### config.mk
export PLATFORM = sky130hd
export DESIGN_NAME = iro_timecode_encoder
export DESIGN_NICKNAME = d
export VERILOG_FILES = /design/src/iro_pkg.sv /design/src/iro_frame_builder.sv /design/src/iro_timecode_encoder.sv
export VERILOG_INCLUDE_DIRS = /design/src
export SDC_FILE = /design/constraint.sdc
export NUM_CORES = 1
export LEC_CHECK = 0
export ABC_AREA = 1
export BUFFER_PORTS_ARGS = -buffer_cell sky130_fd_sc_hd__buf_2
export CAP_MARGIN = 10
export CELL_PAD_IN_SITES_DETAIL_PLACEMENT = 0
export CELL_PAD_IN_SITES_GLOBAL_PLACEMENT = 1
export CORE_UTILIZATION = 46
export DETAILED_ROUTE_END_ITERATION = 8
export PLACE_DENSITY = 0.95
export SYNTH_ARGS = -nofsm -noshare
export SYNTH_HDL_FRONTEND = slang
export SYNTH_HIERARCHICAL = 1
export SYNTH_SLANG_ARGS = --single-unit
export TNS_END_PERCENT = 1
### constraint.sdc
create_clock -name clock_in -period 11 [get_ports clock_in]
set_input_delay 0 -clock clock_in [delete_from_list [all_inputs] [get_ports clock_in]]
set_output_delay 0 -clock clock_in [all_outputs]
set_load 0.02 [all_outputs]
### src/iro_defines.svh
// Constants of the serial time code output encoder
`ifndef IRO_DEFINES_SVH
`define IRO_DEFINES_SVH
// Clock and derived timing
`define IRO_CLOCK_HZ          25000000
`define IRO_STEPS_PER_CARRIER 10
`define IRO_STEP_CYCLES(hz)   (`IRO_CLOCK_HZ / ((hz) * `IRO_STEPS_PER_CARRIER))
`define IRO_PPS_PERIOD_S      1
`define IRO_PPS_CYCLES        (`IRO_CLOCK_HZ * `IRO_PPS_PERIOD_S)
`define IRO_CARRIER_A_HZ      10000
`define IRO_CARRIER_B_HZ      1000
`define IRO_CARRIER_E_HZ      100
`define IRO_CARRIER_G_HZ      100000
`define IRO_CARRIER_XR3_HZ    250
`define IRO_STEPS_PER_SLOT    7'h0a
`define IRO_STEPS_PER_SLOT_HI 7'h64
// Frame shape
`define IRO_FRAME_LAST        7'h63
`define IRO_SLOT_LAST         4'h9
`define IRO_WIDTH_ZERO        4'h2
`define IRO_WIDTH_ONE         4'h5
`define IRO_WIDTH_MARK        4'h8
// Field positions
`define IRO_POS_SEC           1
`define IRO_POS_SEC10         6
`define IRO_POS_MIN           10
`define IRO_POS_MIN10         15
`define IRO_POS_HOUR          20
`define IRO_POS_HOUR10        25
`define IRO_POS_DAY           30
`define IRO_POS_DAY10         35
`define IRO_POS_DAY100        40
`define IRO_POS_YEAR          50
`define IRO_POS_YEAR10        55
`define IRO_POS_SBS_LO        80
`define IRO_POS_SBS_HI        90
`define IRO_CF_FIRST          60
`define IRO_CF_SPAN           19
`define IRO_CF_UNLOCK         73
`define IRO_CF_TQ1            75
`define IRO_LCF_FIRST         50
`define IRO_LCF_UNLOCK        53
`define IRO_LCF_TQ1           55
// Quality thresholds in ns
`define IRO_TQ1_NS            32'h0000_03e8
`define IRO_TQ2_NS            32'h0000_2710
`define IRO_TQ3_NS            32'h0001_86a0
`define IRO_TQ4_NS            32'h000f_4240
// Carrier amplitudes, mark about three times space
`define IRO_AM_HI_36          8'h38
`define IRO_AM_HI_72          8'h5b
`define IRO_AM_LO_36          8'h13
`define IRO_AM_LO_72          8'h1e
// Registers
`define IRO_REG_CONFIG        4'h0
`define IRO_REG_STATUS        4'h4
`define IRO_CFG_MOD           4
`define IRO_CFG_E1K           5
`define IRO_CFG_VAR           8
`define IRO_CFG_RESET         11'h201
`endif

### src/iro_pkg.sv
// Types and field helpers of the time code encoder
package iro_pkg;
  typedef enum logic [3:0] {
    IRO_FAM_A, IRO_FAM_B, IRO_FAM_E, IRO_FAM_G, IRO_FAM_B1344,
    IRO_FAM_LEGACY, IRO_FAM_NASA36, IRO_FAM_XR3, IRO_FAM_2137
  } iro_family_type;

  typedef enum {IRO_IDLE, IRO_RUN} iro_state_type;

  function automatic logic iro_is_std(input iro_family_type f);
    iro_is_std = (f == IRO_FAM_A) || (f == IRO_FAM_B) || (f == IRO_FAM_E) ||
                 (f == IRO_FAM_G) || (f == IRO_FAM_B1344);
  endfunction : iro_is_std

  function automatic logic iro_has_cf(input iro_family_type f, input logic [2:0] v);
    iro_has_cf = (f == IRO_FAM_B1344) || (f == IRO_FAM_LEGACY) ||
                 (iro_is_std(f) && !v[1]);
  endfunction : iro_has_cf

  function automatic logic iro_has_yr(input iro_family_type f, input logic [2:0] v);
    iro_has_yr = (f == IRO_FAM_B1344) || (iro_is_std(f) && v[2]);
  endfunction : iro_has_yr

  function automatic logic iro_has_sbs(input iro_family_type f, input logic [2:0] v);
    iro_has_sbs = (f == IRO_FAM_B1344) || (iro_is_std(f) && (v[0] == v[1]));
  endfunction : iro_has_sbs
endpackage : iro_pkg

### src/iro_frame_builder.sv
// Frame content register, loaded at each frame start
`timescale 1ns/100ps
`include "iro_defines.svh"
module iro_frame_builder
  import iro_pkg::*;
(
  // Clock and reset
  input  wire logic           clock_in,
  input  wire logic           rst_n_in,
  // Load request with format
  input  wire logic           load_in,
  input  wire iro_family_type fam_in,
  input  wire logic [2:0]     variant_in,
  // Time of the coming second and flags
  input  wire logic [5:0]     sec_in,
  input  wire logic [5:0]     min_in,
  input  wire logic [4:0]     hour_in,
  input  wire logic [8:0]     day_in,
  input  wire logic [6:0]     year_in,
  input  wire logic           unlocked_in,
  input  wire logic [3:0]     quality_in,
  // Frame bits by position
  output logic [99:0]         frame_out
);

  function automatic logic [3:0] units(input logic [6:0] x);
    units = 4'(x % 7'h0a);
  endfunction : units

  function automatic logic [3:0] tens(input logic [6:0] x);
    tens = 4'(x / 7'h0a);
  endfunction : tens

  wire logic [6:0]  day_rem_w = 7'(day_in % 9'h064);
  wire logic [16:0] sod_w     = 17'(hour_in) * 17'h00e10 + 17'(min_in) * 17'h0003c
                                + 17'(sec_in);
  wire logic        std_w     = iro_is_std(fam_in);
  wire logic        cf_w      = iro_has_cf(fam_in, variant_in);
  logic [99:0]      frame_nxt;

  always_comb begin
    frame_nxt = '0;
    frame_nxt[`IRO_POS_SEC +: 4]    = units(7'(sec_in));
    frame_nxt[`IRO_POS_SEC10 +: 3]  = 3'(tens(7'(sec_in)));
    frame_nxt[`IRO_POS_MIN +: 4]    = units(7'(min_in));
    frame_nxt[`IRO_POS_MIN10 +: 3]  = 3'(tens(7'(min_in)));
    frame_nxt[`IRO_POS_HOUR +: 4]   = units(7'(hour_in));
    frame_nxt[`IRO_POS_HOUR10 +: 2] = 2'(tens(7'(hour_in)));
    frame_nxt[`IRO_POS_DAY +: 4]    = units(day_rem_w);
    frame_nxt[`IRO_POS_DAY10 +: 4]  = tens(day_rem_w);
    frame_nxt[`IRO_POS_DAY100 +: 2] = 2'(day_in / 9'h064);
    if (iro_has_yr(fam_in, variant_in)) begin
      frame_nxt[`IRO_POS_YEAR +: 4]   = units(year_in);
      frame_nxt[`IRO_POS_YEAR10 +: 4] = tens(year_in);
    end
    // Other control positions stay zero
    if (cf_w && std_w) begin
      frame_nxt[`IRO_CF_UNLOCK]   = unlocked_in;
      frame_nxt[`IRO_CF_TQ1 +: 4] = quality_in;
    end
    if (cf_w && !std_w) begin
      frame_nxt[`IRO_LCF_UNLOCK]   = unlocked_in;
      frame_nxt[`IRO_LCF_TQ1 +: 4] = quality_in;
    end
    if (iro_has_sbs(fam_in, variant_in)) begin
      frame_nxt[`IRO_POS_SBS_LO +: 9] = sod_w[8:0];
      frame_nxt[`IRO_POS_SBS_HI +: 8] = sod_w[16:9];
    end
  end

  always_ff @(posedge clock_in) begin
    if (!rst_n_in) begin
      frame_out <= '0;
    end else if (load_in) begin
      frame_out <= frame_nxt;
    end
  end
endmodule : iro_frame_builder

### src/iro_timecode_encoder.sv
// Serial time code output encoder: framing, symbols, carrier, second pulse
//
// Function
// - Emit the configured format; a new choice takes effect at next frame.
// - Drive level-shifted stream or modulated carrier as the format says.
// - IRIG A: level codes 000-007, 10 kHz codes 130-137, fields by name.
// - IRIG B: level 000-007, 1 kHz 120-127, plus 1344 both forms.
// - IRIG E: level 001/002/005/006, 100 Hz and 1 kHz carrier codes.
// - IRIG G: only level 005 and 100 kHz 145, year and control.
// - Legacy B and NASA 36 both forms, XR3 at 250 Hz, 2137 level.
// - Unlock and quality flags are active high.
// - Control positions 70, 71, 72, 74 are zero.
// - Position 73 set while unit is not locked.
// - Position 75 for error over 1 us, 76 over 10 us.
// - Position 77 for error over 100 us, 78 over 1 ms.
// - Legacy B: positions 50-52 zero, 53 unlock.
// - Legacy B: 54 zero, quality flags at 55-58.
// - Second pulse on hardware clock, rising on time, half duty.
//
// The implementer's own choices: the register addresses and the plain strobed port.
`timescale 1ns/100ps
`include "iro_defines.svh"
module iro_timecode_encoder
  import iro_pkg::*;
#(
  parameter int A_STEP_CYCLES   = `IRO_STEP_CYCLES(`IRO_CARRIER_A_HZ),
  parameter int B_STEP_CYCLES   = `IRO_STEP_CYCLES(`IRO_CARRIER_B_HZ),
  parameter int E_STEP_CYCLES   = `IRO_STEP_CYCLES(`IRO_CARRIER_E_HZ),
  parameter int G_STEP_CYCLES   = `IRO_STEP_CYCLES(`IRO_CARRIER_G_HZ),
  parameter int XR3_STEP_CYCLES = `IRO_STEP_CYCLES(`IRO_CARRIER_XR3_HZ),
  parameter int PPS_CYCLES      = `IRO_PPS_CYCLES
) (
  // Clock and reset
  input  wire logic        clock_in,
  input  wire logic        rst_n_in,
  // Register port
  input  wire logic [3:0]  reg_addr_in,
  input  wire logic [31:0] reg_wdata_in,
  input  wire logic        reg_wr_in,
  input  wire logic        reg_rd_in,
  output logic [31:0]      reg_rdata_out,
  // Hardware clock time of the coming second
  input  wire logic [5:0]  sec_in,
  input  wire logic [5:0]  min_in,
  input  wire logic [4:0]  hour_in,
  input  wire logic [8:0]  day_in,
  input  wire logic [6:0]  year_in,
  input  wire logic        locked_in,
  input  wire logic [31:0] error_ns_in,
  // Time code outputs
  output logic             level_shifted_output_out,
  output logic [7:0]       am_sample_out,
  output logic             second_pulse_output_out
);

  ////////////////////////////////////////////////////////////////////////////
  // Parameter checks
  if (A_STEP_CYCLES < 1 || B_STEP_CYCLES < 1 || E_STEP_CYCLES < 1 ||
      G_STEP_CYCLES < 1 || XR3_STEP_CYCLES < 1 ||
      E_STEP_CYCLES >= (1 << 24) || XR3_STEP_CYCLES >= (1 << 24) ||
      PPS_CYCLES < 16 || PPS_CYCLES >= (1 << 26)) begin : g_bad_param
    $error("iro_timecode_encoder: unsupported timing parameter");
  end

  localparam logic [25:0] PPS_LAST = 26'(PPS_CYCLES - 1);
  localparam logic [25:0] PPS_HALF = 26'(PPS_CYCLES / 2);

  ////////////////////////////////////////////////////////////////////////////
  // Helpers
  function automatic logic cfg_ok(input logic [10:0] c);
    logic [2:0] v;
    logic       am;
    logic       e1k;
    v   = c[`IRO_CFG_VAR +: 3];
    am  = c[`IRO_CFG_MOD];
    e1k = c[`IRO_CFG_E1K];
    cfg_ok = 1'b0;
    if (c[7:6] == 2'h0 && (!e1k || (am && c[3:0] == 4'(IRO_FAM_E)))) begin
      case (c[3:0])
        4'(IRO_FAM_A), 4'(IRO_FAM_B): cfg_ok = 1'b1;
        4'(IRO_FAM_E):      cfg_ok = (v[1] != v[0]);
        4'(IRO_FAM_G):      cfg_ok = (v == 3'h5);
        4'(IRO_FAM_B1344),
        4'(IRO_FAM_LEGACY),
        4'(IRO_FAM_NASA36): cfg_ok = (v == 3'h0);
        4'(IRO_FAM_XR3):    cfg_ok = (v == 3'h0) && am;
        4'(IRO_FAM_2137):   cfg_ok = (v == 3'h0) && !am;
        default:            cfg_ok = 1'b0;
      endcase
    end
  endfunction : cfg_ok

  // Carrier step length per family; E may run its 1 kHz carrier
  function automatic logic [23:0] step_cycles(input iro_family_type f,
                                              input logic e1k);
    case (f)
      IRO_FAM_A:   step_cycles = 24'(A_STEP_CYCLES);
      IRO_FAM_E:   step_cycles = e1k ? 24'(B_STEP_CYCLES) : 24'(E_STEP_CYCLES);
      IRO_FAM_G:   step_cycles = 24'(G_STEP_CYCLES);
      IRO_FAM_XR3: step_cycles = 24'(XR3_STEP_CYCLES);
      default:     step_cycles = 24'(B_STEP_CYCLES);
    endcase
  endfunction : step_cycles

  // Ten-step sine, mark or space amplitude
  function automatic logic [7:0] sine(input logic [3:0] ph, input logic mark);
    logic [7:0] mag;
    mag = 8'h00;
    case (ph)
      4'h1, 4'h4, 4'h6, 4'h9: mag = mark ? `IRO_AM_HI_36 : `IRO_AM_LO_36;
      4'h2, 4'h3, 4'h7, 4'h8: mag = mark ? `IRO_AM_HI_72 : `IRO_AM_LO_72;
      default:                mag = 8'h00;
    endcase
    sine = (ph > 4'h4) ? 8'(~mag + 8'h01) : mag;
  endfunction : sine

  ////////////////////////////////////////////////////////////////////////////
  // State
  logic [10:0]   cfg_r;
  logic [10:0]   act_cfg_r;
  logic          rejected_r;
  iro_state_type state_r;
  logic [25:0]   pps_cnt_r;
  logic [23:0]   div_cnt_r;
  logic [6:0]    step_r;
  logic [3:0]    slot_r;
  logic [6:0]    pos_r;
  logic [3:0]    phase_r;
  logic [99:0]   frame_w;

  ////////////////////////////////////////////////////////////////////////////
  // Decode
  wire iro_family_type act_fam_w = iro_family_type'(act_cfg_r[3:0]);
  wire iro_family_type cfg_fam_w = iro_family_type'(cfg_r[3:0]);
  wire logic [2:0]  cfg_var_w   = cfg_r[`IRO_CFG_VAR +: 3];
  wire logic        act_mod_w   = act_cfg_r[`IRO_CFG_MOD];
  wire logic        act_e1k_w   = act_cfg_r[`IRO_CFG_E1K];
  wire logic        running_w   = (state_r == IRO_RUN);
  wire logic [23:0] step_len_w  = step_cycles(act_fam_w, act_e1k_w);
  wire logic [6:0]  slot_len_w  = (act_fam_w == IRO_FAM_E && act_e1k_w) ?
                                  `IRO_STEPS_PER_SLOT_HI : `IRO_STEPS_PER_SLOT;
  wire logic        sec_tick_w  = (pps_cnt_r == PPS_LAST);
  wire logic        step_tick_w = running_w && (div_cnt_r == step_len_w - 24'h000001);
  wire logic        slot_tick_w = step_tick_w && (step_r == slot_len_w - 7'h01);
  wire logic        pos_tick_w  = slot_tick_w && (slot_r == `IRO_SLOT_LAST);
  wire logic        frame_end_w = pos_tick_w && (pos_r == `IRO_FRAME_LAST);
  // A and G fit several frames into one second; a switch away waits for the tick
  wire logic        multi_w     = (act_fam_w == IRO_FAM_A || act_fam_w == IRO_FAM_G) &&
                                  (cfg_fam_w == IRO_FAM_A || cfg_fam_w == IRO_FAM_G);
  wire logic        start_w     = (sec_tick_w && (!running_w || frame_end_w)) ||
                                  (frame_end_w && multi_w);
  wire logic        marker_w    = (pos_r == 7'h00) || (pos_r % 7'h0a == 7'h09);
  wire logic [3:0]  width_w     = marker_w ? `IRO_WIDTH_MARK :
                                  frame_w[pos_r] ? `IRO_WIDTH_ONE : `IRO_WIDTH_ZERO;
  wire logic        level_w     = running_w && (slot_r < width_w);
  wire logic [3:0]  quality_w   = {error_ns_in > `IRO_TQ4_NS, error_ns_in > `IRO_TQ3_NS,
                                   error_ns_in > `IRO_TQ2_NS, error_ns_in > `IRO_TQ1_NS};
  wire logic        cfg_wr_w    = reg_wr_in && (reg_addr_in == `IRO_REG_CONFIG);
  wire logic        cfg_good_w  = cfg_ok(reg_wdata_in[10:0]) && (reg_wdata_in[31:11] == '0);
  wire logic [31:0] status_w    = {14'h0000, quality_w, !locked_in, running_w,
                                   rejected_r, act_cfg_r};
  wire logic [31:0] rdata_nxt   = !reg_rd_in ? 32'h0000_0000 :
                                  (reg_addr_in == `IRO_REG_CONFIG) ? {21'h000000, cfg_r} :
                                  (reg_addr_in == `IRO_REG_STATUS) ? status_w : 32'h0000_0000;

  ////////////////////////////////////////////////////////////////////////////
  // Configuration; invalid codes are refused and flagged
  always_ff @(posedge clock_in) begin
    if (!rst_n_in) begin
      cfg_r      <= `IRO_CFG_RESET;
      rejected_r <= 1'b0;
    end else if (cfg_wr_w) begin
      cfg_r      <= cfg_good_w ? reg_wdata_in[10:0] : cfg_r;
      rejected_r <= !cfg_good_w;
    end
  end

  always_ff @(posedge clock_in) begin
    if (!rst_n_in) begin
      reg_rdata_out <= 32'h0000_0000;
    end else begin
      reg_rdata_out <= rdata_nxt;
    end
  end

  ////////////////////////////////////////////////////////////////////////////
  // Second counter
  always_ff @(posedge clock_in) begin
    if (!rst_n_in) begin
      pps_cnt_r <= 26'h0000000;
    end else begin
      pps_cnt_r <= sec_tick_w ? 26'h0000000 : pps_cnt_r + 26'h0000001;
    end
  end

  ////////////////////////////////////////////////////////////////////////////
  // Frame sequencer
  always_ff @(posedge clock_in) begin
    if (!rst_n_in) begin
      state_r   <= IRO_IDLE;
      act_cfg_r <= `IRO_CFG_RESET;
    end else if (start_w) begin
      state_r   <= IRO_RUN;
      act_cfg_r <= cfg_r;
    end else if (frame_end_w) begin
      state_r   <= IRO_IDLE;
    end
  end

  always_ff @(posedge clock_in) begin
    if (!rst_n_in || start_w) begin
      div_cnt_r <= 24'h000000;
      step_r    <= 7'h00;
      slot_r    <= 4'h0;
      pos_r     <= 7'h00;
      phase_r   <= 4'h0;
    end else if (step_tick_w) begin
      div_cnt_r <= 24'h000000;
      step_r    <= slot_tick_w ? 7'h00 : step_r + 7'h01;
      slot_r    <= pos_tick_w ? 4'h0 : slot_tick_w ? slot_r + 4'h1 : slot_r;
      pos_r     <= pos_tick_w ? pos_r + 7'h01 : pos_r;
      phase_r   <= (phase_r == 4'h9) ? 4'h0 : phase_r + 4'h1;
    end else if (running_w) begin
      div_cnt_r <= div_cnt_r + 24'h000001;
    end
  end

  iro_frame_builder u_frame (
    .clock_in    (clock_in),
    .rst_n_in    (rst_n_in),
    .load_in     (start_w),
    .fam_in      (cfg_fam_w),
    .variant_in  (cfg_var_w),
    .sec_in      (sec_in),
    .min_in      (min_in),
    .hour_in     (hour_in),
    .day_in      (day_in),
    .year_in     (year_in),
    .unlocked_in (!locked_in),
    .quality_in  (quality_w),
    .frame_out   (frame_w)
  );

  ////////////////////////////////////////////////////////////////////////////
  // Outputs; pulse and symbols both lag their counters one cycle
  always_ff @(posedge clock_in) begin
    if (!rst_n_in) begin
      second_pulse_output_out  <= 1'b0;
      level_shifted_output_out <= 1'b0;
      am_sample_out            <= 8'h00;
    end else begin
      second_pulse_output_out  <= (pps_cnt_r < PPS_HALF);
      level_shifted_output_out <= !act_mod_w && level_w;
      am_sample_out <= (act_mod_w && running_w) ? sine(phase_r, level_w) : 8'h00;
    end
  end

  ////////////////////////////////////////////////////////////////////////////
  // Checks
  wire logic std_cf_w = iro_is_std(cfg_fam_w) && iro_has_cf(cfg_fam_w, cfg_var_w);

  property p_cfg_apply;
    @(posedge clock_in) disable iff (!rst_n_in)
    start_w |=> (act_cfg_r == $past(cfg_r)) && running_w;
  endproperty
  a_cfg_apply: assert property (p_cfg_apply) else $error("format not applied");

  property p_cfg_legal;
    @(posedge clock_in) disable iff (!rst_n_in)
    (cfg_wr_w && !cfg_good_w) |=> rejected_r && (cfg_r == $past(cfg_r));
  endproperty
  a_cfg_legal: assert property (p_cfg_legal) else $error("bad format taken");

  property p_mode_level;
    @(posedge clock_in) disable iff (!rst_n_in)
    act_mod_w |=> !level_shifted_output_out;
  endproperty
  a_mode_level: assert property (p_mode_level) else $error("level on carrier");

  property p_mode_am;
    @(posedge clock_in) disable iff (!rst_n_in)
    !act_mod_w |=> (am_sample_out == 8'h00);
  endproperty
  a_mode_am: assert property (p_mode_am) else $error("carrier on level");

  property p_cf_zero;
    @(posedge clock_in) disable iff (!rst_n_in)
    (start_w && std_cf_w) |=> (frame_w[`IRO_CF_UNLOCK - 1 -: 3] == 3'h0) &&
                              !frame_w[`IRO_CF_UNLOCK + 1];
  endproperty
  a_cf_zero: assert property (p_cf_zero) else $error("reserved cf set");

  property p_unlock;
    @(posedge clock_in) disable iff (!rst_n_in)
    (start_w && std_cf_w) |=> frame_w[`IRO_CF_UNLOCK] == !$past(locked_in);
  endproperty
  a_unlock: assert property (p_unlock) else $error("unlock flag wrong");

  property p_quality;
    @(posedge clock_in) disable iff (!rst_n_in)
    (start_w && std_cf_w) |=> (frame_w[`IRO_CF_TQ1 +: 4] == $past(quality_w)) &&
                              ($past(error_ns_in) > `IRO_TQ1_NS) == frame_w[`IRO_CF_TQ1];
  endproperty
  a_quality: assert property (p_quality) else $error("quality flags wrong");

  property p_legacy;
    @(posedge clock_in) disable iff (!rst_n_in)
    (start_w && cfg_fam_w == IRO_FAM_LEGACY) |=>
      (frame_w[`IRO_LCF_FIRST +: 5] == {1'b0, !$past(locked_in), 3'h0}) &&
      (frame_w[`IRO_LCF_TQ1 +: 4] == $past(quality_w));
  endproperty
  a_legacy: assert property (p_legacy) else $error("legacy cf wrong");

  property p_no_cf;
    @(posedge clock_in) disable iff (!rst_n_in)
    (start_w && !iro_has_cf(cfg_fam_w, cfg_var_w)) |=>
      (frame_w[`IRO_CF_FIRST +: `IRO_CF_SPAN] == '0);
  endproperty
  a_no_cf: assert property (p_no_cf) else $error("cf without field");

  property p_pps_edge;
    @(posedge clock_in) disable iff (!rst_n_in)
    $rose(second_pulse_output_out) |-> ($past(pps_cnt_r) == 26'h0000000) ##1
      second_pulse_output_out[*7];
  endproperty
  a_pps_edge: assert property (p_pps_edge) else $error("second pulse off time");

  property p_frame_sec;
    @(posedge clock_in) disable iff (!rst_n_in)
    (running_w && !$past(running_w)) |-> $past(sec_tick_w) ##1 second_pulse_output_out;
  endproperty
  a_frame_sec: assert property (p_frame_sec) else $error("frame off second");
endmodule : iro_timecode_encoder

======== Word level (Yosys, flattened, before mapping) ========
Index checks and enable logic that the tools add are counted.
W data, S select, Z words.
operators by class
  reduce and logical (&&, ||, !) cells .... 69
  multiplexer cells ....................... 30
  bitwise gates (word level) .............. 4
  divide/modulo/power cells ............... 13
  multipliers ............................. 2
  order comparisons ....................... 8
  equality and inequality tests ........... 34
  shift-type cells ........................ 0
  add/subtract/negate cells ............... 11
operator list
  cell                     count
  $pmux W15 S4             1
  $eq A4 B3 Y1 const B     11
  $eq A4 B2 Y1 const B     8
  $gt A32 B10 Y1 const B   1
  $gt A32 B14 Y1 const B   1
  $gt A32 B17 Y1 const B   1
  $gt A32 B20 Y1 const B   1
  $mux W4                  8
  $add A26 B1 Y26 const B  1
  $eq A26 B25 Y1 const B   1
  $lt A26 B24 Y1 const B   1
  $add A24 B1 Y24 const B  1
  $eq A24 B24 Y1           1
  $mux W8                  3
  $sub A24 B1 Y24 const B  1
  $logic_and A1 B1 Y1      22
  $mux W11                 2
  $logic_not A21 Y1        1
  $mod A7 B4 Y7 const B    3
  $mux W7                  3
  $add A17 B12 Y17         1
  $add A17 B6 Y17          1
  $eq A4 B4 Y1 const B     4
  $logic_not A4 Y1         4
  43 further kinds         89
storage, ports and cells
  memory bits (read-only) ................. 0
  logic and storage cells ................. 188
  bits of input ports ..................... 106
  register bits ........................... 198
  latch bits .............................. 0
  RAM bits ................................ 0
  memories ................................ 0
  output and inout bits ................... 42

======== Depth between registers and ports, before layout ========
Gate-level depths: netlist of the first run.
  depth after elaboration ................. 13
  gate-level depth with buffers ........... 36
  gate-level depth less buffers ........... 36

======== Cells and area by module ========
The synthesis of the first run kept the hierarchy.
by module, submodules not included
  module                cells an instance  seq. area each (sq um)  times used  area an instance (sq um)
  iro_timecode_encoder  1,218              2,482.4                 1           7,815.0
  iro_frame_builder     817                1,201.2                 1           5,816.8

======== Worst setup path before layout of the first run ========
Ideal clock, no wire load.
  path type ............................... input to register
  from .................................... in min_in[1]
  to ...................................... reg u_frame.frame_out[97]
  data required time ...................... 10,866 ps
  arrival ................................. 3,822 ps
  setup time .............................. 134 ps
  path buffers ............................ 0
  slack ................................... 7,044 ps
  cell stages on the path ................. 21
  cells stage by stage .................... fa_1 > fa_1 > ha_1 > a21oi_1 > nand2_1 > a21oi_1 > o21ai_0 > a21o_1 > a21oi_1 > xor2_1 > ha_1 > ha_1 > a21oi_1 > o21ai_0 > o21ai_0 > a21boi_0 > nand2_1 > nor2_1 > or2_2 > nand3_1 > a21oi_1
between the ends
  word-level cells in the longest chain between the ends .. 4
RTL lines
  item                    line                        text
  start: declaration      iro_timecode_encoder.sv:44  input wire logic [5:0] min_in,
  $mul A6 B4 Y10          iro_frame_builder.sv:35     wire logic [16:0] sod_w = 17'(hour_in) * 17'h00e10 + 17'(min_in) * 17'h0003c
  $add A17 B12 Y17        iro_frame_builder.sv:35
  $add A17 B6 Y17         iro_frame_builder.sv:36     + 17'(sec_in);
  $mux W8                 iro_frame_builder.sv:65     if (iro_has_sbs(fam_in, variant_in)) begin
  end signal: assignment  iro_frame_builder.sv:75     frame_out <= frame_nxt;
  end: declaration        iro_frame_builder.sv:23     output logic [99:0] frame_out
No other way between the ends.
A chain may end at the register's enable or synchronous reset.

======== Final worst setup path of the first run ========
  from .................................... reg act_cfg_r[1]
  to ...................................... reg u_frame.frame_out[97]
between the ends
  word-level cells in the longest chain between the ends .. 11
  elaborated cells on any way between the ends .. 21
  those cells by class .................... add/sub: 2; eq/ne: 5; mux: 2; reduce/logical: 12
RTL lines
  item                                                        line                                                      text
  start: declaration                                          iro_timecode_encoder.sv:120                               logic [10:0] act_cfg_r;
  start signal: assignment                                    iro_timecode_encoder.sv:201                               act_cfg_r <= `IRO_CFG_RESET;
  start signal: assignment                                    iro_timecode_encoder.sv:204                               act_cfg_r <= cfg_r;
  $eq A4 B3 Y1 (tied with other cells)                        iro_timecode_encoder.sv:96                                case (f)
  $pmux W15 S4 / $logic_and A1 B1 Y1 (equally long branches)  iro_timecode_encoder.sv:96, iro_timecode_encoder.sv:140
  $sub A24 B1 Y24 / $mux W7 (equally long branches)           n/a
  $eq A24 B24 Y1 / $sub A7 B1 Y7 (equally long branches)      iro_timecode_encoder.sv:143, iro_timecode_encoder.sv:144
  $logic_and A1 B1 Y1 / $eq A7 B7 Y1 (equally long branches)  iro_timecode_encoder.sv:143, iro_timecode_encoder.sv:144
  $logic_and A1 B1 Y1                                         iro_timecode_encoder.sv:144                               wire logic slot_tick_w = step_tick_w && (step_r == slot_len_w - 7'h01);
  $logic_and A1 B1 Y1                                         iro_timecode_encoder.sv:145                               wire logic pos_tick_w = slot_tick_w && (slot_r == `IRO_SLOT_LAST);
  $logic_and A1 B1 Y1                                         iro_timecode_encoder.sv:146                               wire logic frame_end_w = pos_tick_w && (pos_r == `IRO_FRAME_LAST);
  $logic_or A1 B1 Y1                                          iro_timecode_encoder.sv:150                               wire logic start_w = (sec_tick_w && (!running_w || frame_end_w)) ||
  $logic_and A1 B1 Y1                                         iro_timecode_encoder.sv:150
  $logic_or A1 B1 Y1 *                                        iro_timecode_encoder.sv:150
  net start_w                                                 iro_timecode_encoder.sv:150
The timed path passes the listed nets; every way through them passes the cells marked *.

==> results.md, run 1 <==
- Actual slew at the worst max-slew pin: 0.945 ns
- Worst flop-to-flop path startpoint: act_cfg_r[1]$_SDFFE_PN0P_
- Global-route wire length before repair: 57600 um
- HP Class: input pin to flop
- Pwr dens: 115 mW/mm^2
- Fmax: 0.198 GHz
- Post-Route WL: 33600 um
- Post-DP HPWL: 25000 um
- Initial antenna violation count: 0
- Synth area leaders: dfxtp_1, nand2_1, ha_1, inv_1, nor2_1
- Routed WL per cell: 13.1 um
- GRT Residual Overflow: 0
- Commonest cells post-synth: nand2_1, inv_1, nor2_1, dfxtp_1, nand3_1
- Initial drt markers: 857
- Mean Syn Cell Area: 6.70 um^2
- Final Worst Setup Slack: 5.95 ns
- Die H: 174 um
- CP Capture Type: flop
- Post-Syn Instances: 2035
- Crit-path slowest cell: buf_4
- DP Worst Slack: 6.04 ns
- Sink Count: 184
- CP max stage delay: 0.53 ns
- Drt pass-1 iters: 5
- Largest family of logic cells by synthesized area: simple AND/OR/NAND/NOR gates
- I/O pins: 148
- Predominant post-synthesis flop cell: dfxtp_1
- Skew-Pair Late Insertion Delay: 0.44 ns
- Count of cell types in the netlist: 65
- Count leader, synth: nand2_1
- Critical Path Start Type: flop
- Final Hold Viols: 0
- Number of core rows: 62
- IO Port Bufs: 133
- Slew HR: 36.9%
- Static leakage: 7.04 nW
- CTS Buf Count: 17
- Final min period: 5.05 ns
- Vias in the first global route: 12.4k
- Mux share of post-synthesis cell area: 0.0826%
- Synth area leader: dfxtp_1
- Total power: 1.75 mW
- Synthesis warning total: 6
- Clk slew on worst S/H paths: 0.07 ns
- Fin nets: 2376
- Synth Area in XOR/XNOR: 3.91%
- Most used cell, CP: nand2_2
- Worst Reg-to-Reg Cells: 24
- CTS tree: yes
- Adder-cell area share of the yosys netlist: 10.2%
- Yosys reg bits: 184
- CTS root buf: clkbuf_16
- Slew Viols, Final: 0
- Req. time, crit path: 11.35 ns
- Period utilization: 45.9%
- Compound-Gate Fraction of Synth Area: 12.6%
- Die W: 174 um
- Clock skew: 0.0126 ns
- Vias post-DR: 13.0k
- Layout cells sized above 1: 12.0%
- Register area share after synthesis: 27.0%
- Bufs on Longest Clock Path: 2
- H-tree Lvls: 4
- Yosys top cell area share: 27.0%
- Post-Synth Simple-Gate Area: 33.4%
- Largest net degree at the start of global routing: 64
- RSZ-0062 raised after global routing: false
- Syn Std Cell Area: 0.0136 mm^2
- CP Class: flop to flop
- Total GRT Usage: 22.5%
- Die area: 0.0303 mm^2
- Placeable Area: 0.0289 mm^2
- Worst Hold Depth: 5
- Max cap viols: 0
- Async SR Flop Fraction: 0%
- Critical-path cell list: nand3_2, nor2_2, inv_2, ha_1, or2_2, nand3_1, nor3b_1, nand4_1, nor2_1, nand4_1, nor2_2, nand2_2, nor2_4, nand2_2, inv_2, nand2_2, o21ai_2, nand2_2, inv_2, buf_4, nand2_1, inv_1, nand3_1, a21oi_1
- Ant diodes: 0
- Run status: finished, final reports clean
- WHS: 0.00903 ns
- Initial Util: 47.1%
- HP Start: year_in[6]
- Post-synth EDFFs: 0
- CP Data Arrival Time: 5.40 ns
- Worst Path Max Fanout: 63
- Final setup vio count: 0
- Worst Setup SP: act_cfg_r[1]$_SDFFE_PN0P_
- Synthesis-to-finish area growth: 12.0%
- Number of fill cells in the layout: 2876
- Setup repair bufs after CTS: 0
- Via density: 5.05
- Final Wtd Congestion: 0.920
- DRC violations left: 0
- VDD IR-drop max: 0.103 mV
- DRT antenna net count: 0
- Total negative setup slack: 0 ns
timing repair:
item	in CTS	in global routing
gates resized for setup	0	0
hold buffers	26	0
hold endpoints to repair	26	0
layer usage:
layer	vias up	part of all wire, %	wire length (um)	global-route usage, %
met5	-	0	0	0
met4	0	1.7	576	5.81
met1	5885	46	15400	28.7
met2	227	50	16700	40.1
met3	36	2.9	989	2.36
li1	6818	-	-	-
worst paths after layout:
path / slack [ns] / endpoint
worst max-delay path: 5.95 / u_frame/frame_out[97]$_SDFFE_PN0P_
worst min-delay path: 0.009 / u_frame/frame_out[58]$_SDFFE_PN0P_
worst max register to register: 5.95 / u_frame/frame_out[97]$_SDFFE_PN0P_
worst min register to register: 0.45 / reg_rdata_out[11]$_SDFF_PP0_
state kept, by name, summed over array words and instances, names as in the netlist:
signal / cells
u_frame/frame_out: 60
state_r: 1
reg_rdata_out: 18
phase_r: 4
step_r: 7
rejected_r: 1
slot_r: 4
second_pulse_output_out: 1
am_sample_out: 8
pps_cnt_r: 26
pos_r: 7
level_shifted_output_out: 1
cfg_r: 11
act_cfg_r: 11
div_cnt_r: 24
layout by cell type (no fill, tap or decap), types with 3 or more instances in the layout:
master / instances
a2111oi_0: 3
a211oi_1: 4
a21oi_1: 129
a31oi_1: 15
and2_1: 3
buf_2: 133
buf_4: 6
clkbuf_16: 17
conb_1: 54
dfxtp_1: 184
dlygate4sd3_1: 26
fa_1: 15
ha_1: 87
inv_1: 276
inv_2: 17
inv_6: 5
nand2_1: 432
nand2_2: 20
nand2_4: 8
nand3_1: 137
nand3_2: 7
nand3_4: 5
nand3b_1: 6
nand4_1: 50
nor2_1: 197
nor2_2: 5
nor2_4: 3
nor3_1: 52
nor3b_1: 11
nor4_1: 29
o211ai_1: 15
o21a_1: 6
o21ai_0: 86
o21ai_1: 6
o21bai_1: 3
o221ai_1: 3
o22ai_1: 11
or2_2: 15
xnor2_1: 12
xor2_1: 47
metrics by stage:
step / utilization (%) / cells / area, um^2
after floorplan: - / 2087 / 13800
after global placement: 49.8 / 2507 / 14400
after detailed placement: 49.8 / 2507 / 14400
after CTS: 52.8 / 2565 / 15300
after global routing: 52.8 / 2565 / 15300
final: 52.8 / 2565 / 15300
logic make-up after synthesis:
group                      count (synthesis)
AOI/OAI and AO/OA                        300
xor gates and xnor gates                  60
adders and majority gates                102
buffers and inverters                    399
DFF                                      184
muxes                                      1
other                                      2
and+or+nand+nor                          987
worst max-delay path, delay by kind of cell, from the launching register on:
| kind | cells | cell delay (ns) |
|---|---|---|
| compound gates | 2 | 0.29 |
| fa+ha+maj | 1 | 0.30 |
| buf+inv | 5 | 1.08 |
| flops | 1 | 0.45 |
| simple gates | 16 | 2.80 |
area by class of cell:
cell class	count	area (um^2)	area share (%)
well taps	384	480	3.15
clock inverters	12	151	0.992
multi-input cells	1504	8410	55.1
inverters	296	1110	7.29
flip-flops and latches	184	3680	24.1
repair buffers	165	971	6.36
clock buffers	20	457	2.99
power breakdown:
part | switching (mW) | internal [mW] | total (mW)
Clock | 0.285 | 0.355 | 0.640
Sequential | 0.000938 | 0.667 | 0.668
Combinational | 0.274 | 0.171 | 0.445
Note: power is estimated with default switching activity, not from simulation.
==> run 2: changes to the inputs <==
- CORE_UTILIZATION: 46 -> 43
- PLACE_DENSITY: 0.95 -> 0.92
- clock period: 11 -> 4.66 ns (I/O delays scaled with it)
==> run 2 against run 1 <==
Worst hold slack improved by 0.025 ns; die area rose by 6.9%; clock power rose by 120%; clock-buffer cell count fell by 2; non-clock buffer count rose by 15; highest routed layer unchanged; first-iteration DRC count fell by 17%; worst setup slack got worse by 5.3 ns; combinational power rose by 150%; critical path depth did not move; register-to-register slack got worse by 5.3 ns.
==> results.md, run 2 (same netlist as run 1, synthesis figures left out) <==
- Number of fill cells in the layout: 3150 (+9.5%)
- Ant diodes: 0 (unchanged)
- Most common cell after layout, fill and taps aside: nand2_1
- Pwr dens: 266 mW/mm^2 (+130%)
- Comb pwr share: 26.9% (+1.5 points)
- Die area: 0.0324 mm^2 (+6.9%)
- Sink Count: 184 (unchanged)
- Most frequent cells in the layout: nand2_1, inv_1, nor2_1
- Total negative setup slack: 0 ns (unchanged)
- Actual slew at the worst max-slew pin: 0.891 ns (-0.0542 ns)
- HP Start: hour_in[0]
- Clk slew on worst S/H paths: 0.07 ns (about the same)
- Post-Route WL: 33700 um (+0.16%)
- Worst Hold End: u_frame/frame_out[20]$_SDFFE_PN0P_
- CP Class: input pin to flop
- Total GRT Usage: 21.0% (-1.5 points)
- Worst Path Max Fanout: 4 (-94%)
- Critical Path Start Type: input pin
- Max cap viols: 0 (unchanged)
- R2r endpoint: u_frame/frame_out[52]$_SDFFE_PN0P_
- Fin area: 0.0154 mm^2 (+0.80%)
- Fmax: 0.246 GHz
- GRT Residual Overflow: 0 (unchanged)
- Largest Register: u_frame/frame_out
- Slew Viols, Final: 0 (unchanged)
- CP Data Arrival Time: 4.43 ns (-0.97 ns)
- DRT antenna net count: 0 (unchanged)
- Critical-path cell list: dlymetal6s4s_1, fa_1, fa_1, inv_1, fa_1, fa_1, inv_1, ha_1, inv_1, nor2_1, nor2_2, nor2_1, nor2_1, o21ai_1, and2_1, nand2_1, nor2_2, o21ai_1, a21boi_1, nand2_1, nor2_2, or2_2, nand3_1, a21oi_1
- Initial antenna violation count: 0 (unchanged)
- Post-DP HPWL: 25300 um (+0.99%)
- CP max stage delay: 0.54 ns (about the same)
- Synthesis-to-finish area growth: 12.9%
- Routed WL per cell: 13.0 um (-0.80%)
- R2r setup slk: 0.67 ns (-5.28 ns)
- Static leakage: 7.09 nW (+0.73%)
- I/O pins: 148 (unchanged)
- Critical path depth: 24 (unchanged)
- Max reg flops: 60 (unchanged)
- CTS tree: yes
- Largest delay share family, worst path: adder cells
- Skew-Pair Late Insertion Delay: 0.44 ns (about the same)
- Reg power frac: 38.5% (+0.4 points)
- Crit-path slowest cell: fa_1
- Most used cell, CP: fa_1
- Final Wtd Congestion: 0.919 (-0.14%)
- Largest registers: u_frame/frame_out: 60 flops, pps_cnt_r: 26 flops, div_cnt_r: 24 flops
- CP Capture Type: flop
- Number of core rows: 64 (+3.2%)
- Die W: 180 um (+3.4%)
- Clock skew: 0.0136 ns (+0.000961 ns)
- Via density: 5.05 (about the same)
- Die H: 180 um (+3.4%)
- Global-route wire length before repair: 57500 um (-0.20%)
- Largest net degree at the start of global routing: 48 (-25%)
- CTS Buf Count: 17 (unchanged)
- Internal: 2.76 mW (+130%)
- Layout cells sized above 1: 12.7% (+0.66 points)
- Drt pass-1 iters: 5 (unchanged)
- Period utilization: 87.2%
- Sw Ratio: 32.5% (+0.57 points)
- Worst Hold Depth: 3 (-2)
- Worst flop-to-flop path startpoint: act_cfg_r[1]$_SDFFE_PN0P_
- Bufs on Longest Clock Path: 2 (unchanged)
- Slew HR: 40.5% (+3.5 points)
- Vias post-DR: 13.1k (+0.92%)
- Initial Util: 44.1% (-3.0 points)
- Worst Reg-to-Reg Cells: 23 (-4.2%)
- Final Hold Viols: 0 (unchanged)
- Final min period: 4.06 ns
- Initial drt markers: 710 (-17%)
- Run status: finished, final reports clean
- Vias in the first global route: 12.3k (-1.2%)
- Final setup vio count: 0 (unchanged)
- VDD IR-drop max: 0.217 mV (+110%)
- H-tree Lvls: 4 (unchanged)
- IO Port Bufs: 133 (unchanged)
- Fin nets: 2391 (+0.63%)
- HP Class: input pin to flop
- CTS root buf: clkbuf_16
- Sw Pwr: 1.33 mW (+140%)
- Placeable Area: 0.0309 mm^2 (+6.8%)
- RSZ-0062 raised after global routing: false
- Buf/Inv on CP: 4 (-1)
- Area of placed instances: 0.0145 mm^2 (+0.62%)
- DRC violations left: 0 (unchanged)
- Req. time, crit path: 5.03 ns (-6.32 ns)
- Clk pwr share: 34.6% (-1.9 points)
run 2: what timing repair did:
action,in CTS,in global routing
hold endpoints to repair,26,0
buffers inserted,0,2
hold buffers,30,0
endpoints found under the setup margin,0,4
gates resized for setup,0,15
run 2: per-layer routing:
| metal | GRT usage (%) | part of all wire [%] | up-vias |
|---|---|---|---|
| met1 | 26.5 | 46 | 5961 |
| met3 | 2.81 | 3.3 | 37 |
| li1 | - | - | 6847 |
| met5 | 0 | 0 | - |
| met2 | 37.6 | 50 | 240 |
| met4 | 5.23 | 1.6 | 0 |
run 2: how the worst max path moves through the flow:
stage / from / to / slack (ns)
floorplan: min_in[1] / u_frame/frame_out[97]$_SDFFE_PN0P_ / 0.70
global placement: min_in[2] / u_frame/frame_out[97]$_SDFFE_PN0P_ / 0.23
detailed placement: min_in[2] / u_frame/frame_out[97]$_SDFFE_PN0P_ / 0.16
CTS: min_in[0] / u_frame/frame_out[96]$_SDFFE_PN0P_ / 0.14
global route: min_in[0] / u_frame/frame_out[97]$_SDFFE_PN0P_ / 0.25
finish: min_in[0] / u_frame/frame_out[97]$_SDFFE_PN0P_ / 0.60
run 2: tightest hold or removal path, stage by stage:
cell and delay, ns:
buf_2 0.13, inv_1 0.14, a21oi_1 0.16
run 2: per-stage QoR:
stage	std cells	setup WS (ns)	utilization, %	power [mW]	hold WS, ns
after floorplan	2087	0.704	-	2.44	0.0724
after global placement	2529	0.234	46.9	2.60	0.207
after detailed placement	2529	0.164	46.9	2.63	0.211
after CTS	2589	0.140	49.7	4.06	0.0337
after global routing	2590	0.250	49.8	4.35	0.0817
final	2590	0.598	49.8	4.09	0.0336
run 2: power groups by stage:
stage	logic (mW)	registers, mW	clock network [mW]
finish	1.10	1.58	1.41
global route	1.27	1.58	1.51
CTS	1.04	1.58	1.44
detailed placement	1.02	1.61	0
global placement	0.990	1.61	0
floorplan	0.821	1.61	0
run 2: cell type report:
type / instances / area (um^2) / share of cell area [%]
tap: 396 / 495 / 3.22
sequential: 184 / 3680 / 23.9
inverter: 296 / 1110 / 7.24
clock inverter: 12 / 120 / 0.780
timing repair buffer: 180 / 1100 / 7.14
multi-input combinational: 1504 / 8440 / 54.8
clock buffer: 18 / 439 / 2.85
==> run 3: changes to the inputs <==
- CORE_MARGIN: not set -> 2
- clock period: 4.66 -> 3.9 ns (I/O delays scaled with it)
==> run 3 against run 2 <==
Utilization grew 0.70 points; wire length grew 0.92%; flip-flop and latch count stayed put; sequential share of layout area is 0.66 points lower; clock-buffer cell count unchanged; via count increased by 1.2%; worst hold slack worse by 0.031 ns; register-to-register slack worse by 0.31 ns; non-clock buffer count is 39 higher; clock power increased by 25%; global-route usage shrank 0.70 points; first-iteration DRC count up 26%; critical path type unchanged.
==> results.md, run 3 (same netlist as run 1, synthesis figures left out) <==
- Run status: finished, final reports clean
- Req. time, crit path: 4.26 ns (-0.77 ns)
- Clk slew on worst S/H paths: 0.08 ns (about the same)
- CTS Buf Count: 17 (unchanged)
- VDD IR-drop max: 0.335 mV (+54%)
- Final setup vio count: 0 (unchanged)
- Final Hold Viols: 0 (unchanged)
- Internal: 3.53 mW (+28%)
- Actual slew at the worst max-slew pin: 0.877 ns (-0.0142 ns)
- Reg power frac: 35.9% (-2.6 points)
- CP Class: input pin to flop
- CP max stage delay: 0.59 ns (+0.05 ns)
- Most frequent cells in the layout: nand2_1, inv_1, nor2_1
- Post-Route WL: 34000 um (+0.92%)
- FF+latch area: 0.00369 mm^2 (+0.17%)
- DP Worst Slack: -0.475 ns (-0.639 ns)
- Most common cell after layout, fill and taps aside: nand2_1
- Post-DP HPWL: 25900 um (+2.5%)
- Utilization after layout: 50.5% (+0.70 points)
- Sw Ratio: 32.7% (+0.23 points)
- Most used cell, CP: nor2_1
- Final Wtd Congestion: 0.913 (-0.67%)
- Initial drt markers: 893 (+26%)
- Die W: 182 um (+1.1%)
- Clk pwr share: 33.6% (-1.0 points)
- Global-route wire length before repair: 56500 um (-1.6%)
- Period utilization: 99.0%
- Routed WL per cell: 12.9 um (-0.87%)
- Die H: 182 um (+1.1%)
- Area of placed instances: 0.0149 mm^2 (+2.5%)
- Placed cell count: 2579 (+2.0%)
- Initial antenna violation count: 0 (unchanged)
- Largest net degree at the start of global routing: 48 (unchanged)
- H-tree Lvls: 4 (unchanged)
- Critical Path Start Type: input pin
- Largest registers: u_frame/frame_out: 60 flops, pps_cnt_r: 26 flops, div_cnt_r: 24 flops
- I/O pins: 148 (unchanged)
- Max cap viols: 0 (unchanged)
- Slew Viols, Final: 0 (unchanged)
- HP Class: input pin to flop
- Fin area: 0.0159 mm^2 (+3.0%)
- Total power: 5.25 mW (+28%)
- Fmax: 0.259 GHz
- Drt pass-1 iters: 5 (unchanged)
- Synthesis-to-finish area growth: 16.3%
- CTS tree: yes
- Initial Util: 43.4% (-0.68 points)
- Number of core rows: 65 (+1.6%)
- Multi-input combinational cell area: 0.00852 mm^2 (+0.98%)
- Pwr dens: 331 mW/mm^2 (+24%)
- Bufs on Longest Clock Path: 2 (unchanged)
- Final Worst Setup Slack: 0.0391 ns (-0.559 ns)
- Worst Path Max Fanout: 5 (+1)
- Slew HR: 41.4% (+0.95 points)
- Vias post-DR: 13.2k (+1.2%)
- Ant diodes: 0 (unchanged)
- Layout cells sized above 1: 15.3% (+2.7 points)
- DRT antenna net count: 0 (unchanged)
- Placeable Area: 0.0314 mm^2 (+1.6%)
- IO Port Bufs: 133 (unchanged)
- WHS: 0.00300 ns (-0.0306 ns)
- Total GRT Usage: 20.3% (-0.70 points)
- CP Data Arrival Time: 4.22 ns (-0.21 ns)
- Final min period: 3.86 ns
- Fin nets: 2430 (+1.6%)
- Clock skew: 0.00976 ns (-0.00382 ns)
- CP Capture Type: flop
- Die area: 0.0331 mm^2 (+2.2%)
- Number of fill cells in the layout: 3129 (-0.67%)
- Via density: 5.02 (-0.65%)
- DRC violations left: 0 (unchanged)
- Static leakage: 7.32 nW (+3.2%)
- Comb pwr share: 30.5% (+3.6 points)
- Max reg flops: 60 (unchanged)
- Fin cells: 2637 (+1.8%)
- Vias in the first global route: 12.3k (+0.14%)
- Total negative setup slack: 0 ns (unchanged)
- Sink Count: 184 (unchanged)
- RSZ-0062 raised after global routing: true
- Largest Register: u_frame/frame_out
- GRT Residual Overflow: 0 (unchanged)
- Sw Pwr: 1.72 mW (+29%)
- Skew-Pair Late Insertion Delay: 0.44 ns (about the same)
- Crit-path slowest cell: fa_1
- CTS root buf: clkbuf_16
run 3: changes by cell type in the layout (fill, tap and decap cells not counted), sizes merged:
cell / delta
clkbuf: +1
buf: +44
clkinv: -1
dlygate4sd3: -5
clkinvlp: -1
dlymetal6s4s: -1
inv: +4
run 3: power by group through the flow:
stage	sequential (mW)	combinational (mW)	clock, mW
floorplan	1.93	0.988	0
global placement	1.93	1.36	0
detailed placement	1.93	1.41	0
CTS	1.88	1.44	1.80
global route	1.88	1.80	1.87
finish	1.88	1.60	1.76
run 3: worst paths after layout:
kind,startpoint,to,slack [ns],cells past startpoint
hold reg to reg,cfg_r[6]$_SDFFE_PN0P_,cfg_r[6]$_SDFFE_PN0P_,0.46,2
setup reg to reg,pos_r[0]$_SDFFE_PP0P_,am_sample_out[4]$_SDFF_PN0_,0.36,25
setup / recovery,min_in[2],u_frame/frame_out[96]$_SDFFE_PN0P_,0.04,25
hold / removal,year_in[6],u_frame/frame_out[58]$_SDFFE_PN0P_,0.003,5
run 3: worst max-delay path: cells and delay by family:
family / cells / cell delay [ns]
adders and majority gates: 5 / 2.13
and+or+nand+nor: 6 / 0.61
xor gates and xnor gates: 1 / 0.12
buffers and inverters: 6 / 0.45
AOI/OAI and AO/OA: 7 / 0.90
run 3: metal layers:
layer | GRT usage [%] | up-vias | part of all wire, %
li1 | - | 6926 | -
met1 | 25.2 | 6058 | 46
met2 | 37.2 | 216 | 50
met3 | 2.65 | 36 | 3.2
met4 | 4.90 | 0 | 1.5
met5 | 0 | - | 0
run 3: final cells by class:
class,count,area share [%]
multi-input combinational,1504,53.8
sequential,184,23.3
timing repair buffer,219,9.01
inverter,296,7.06
tap,402,3.17
clock buffer,18,2.77
clock inverter,14,0.947
run 3: timing repair:
| item | in CTS | in global routing |
|---|---|---|
| setup buffers | 0 | 2 |
| endpoints found under the setup margin | 2 | 38 |
| hold buffers | 24 | 0 |
| gates resized for setup | 1 | 45 |
| hold endpoints to repair | 25 | 0 |
| pin swaps | 1 | 14 |
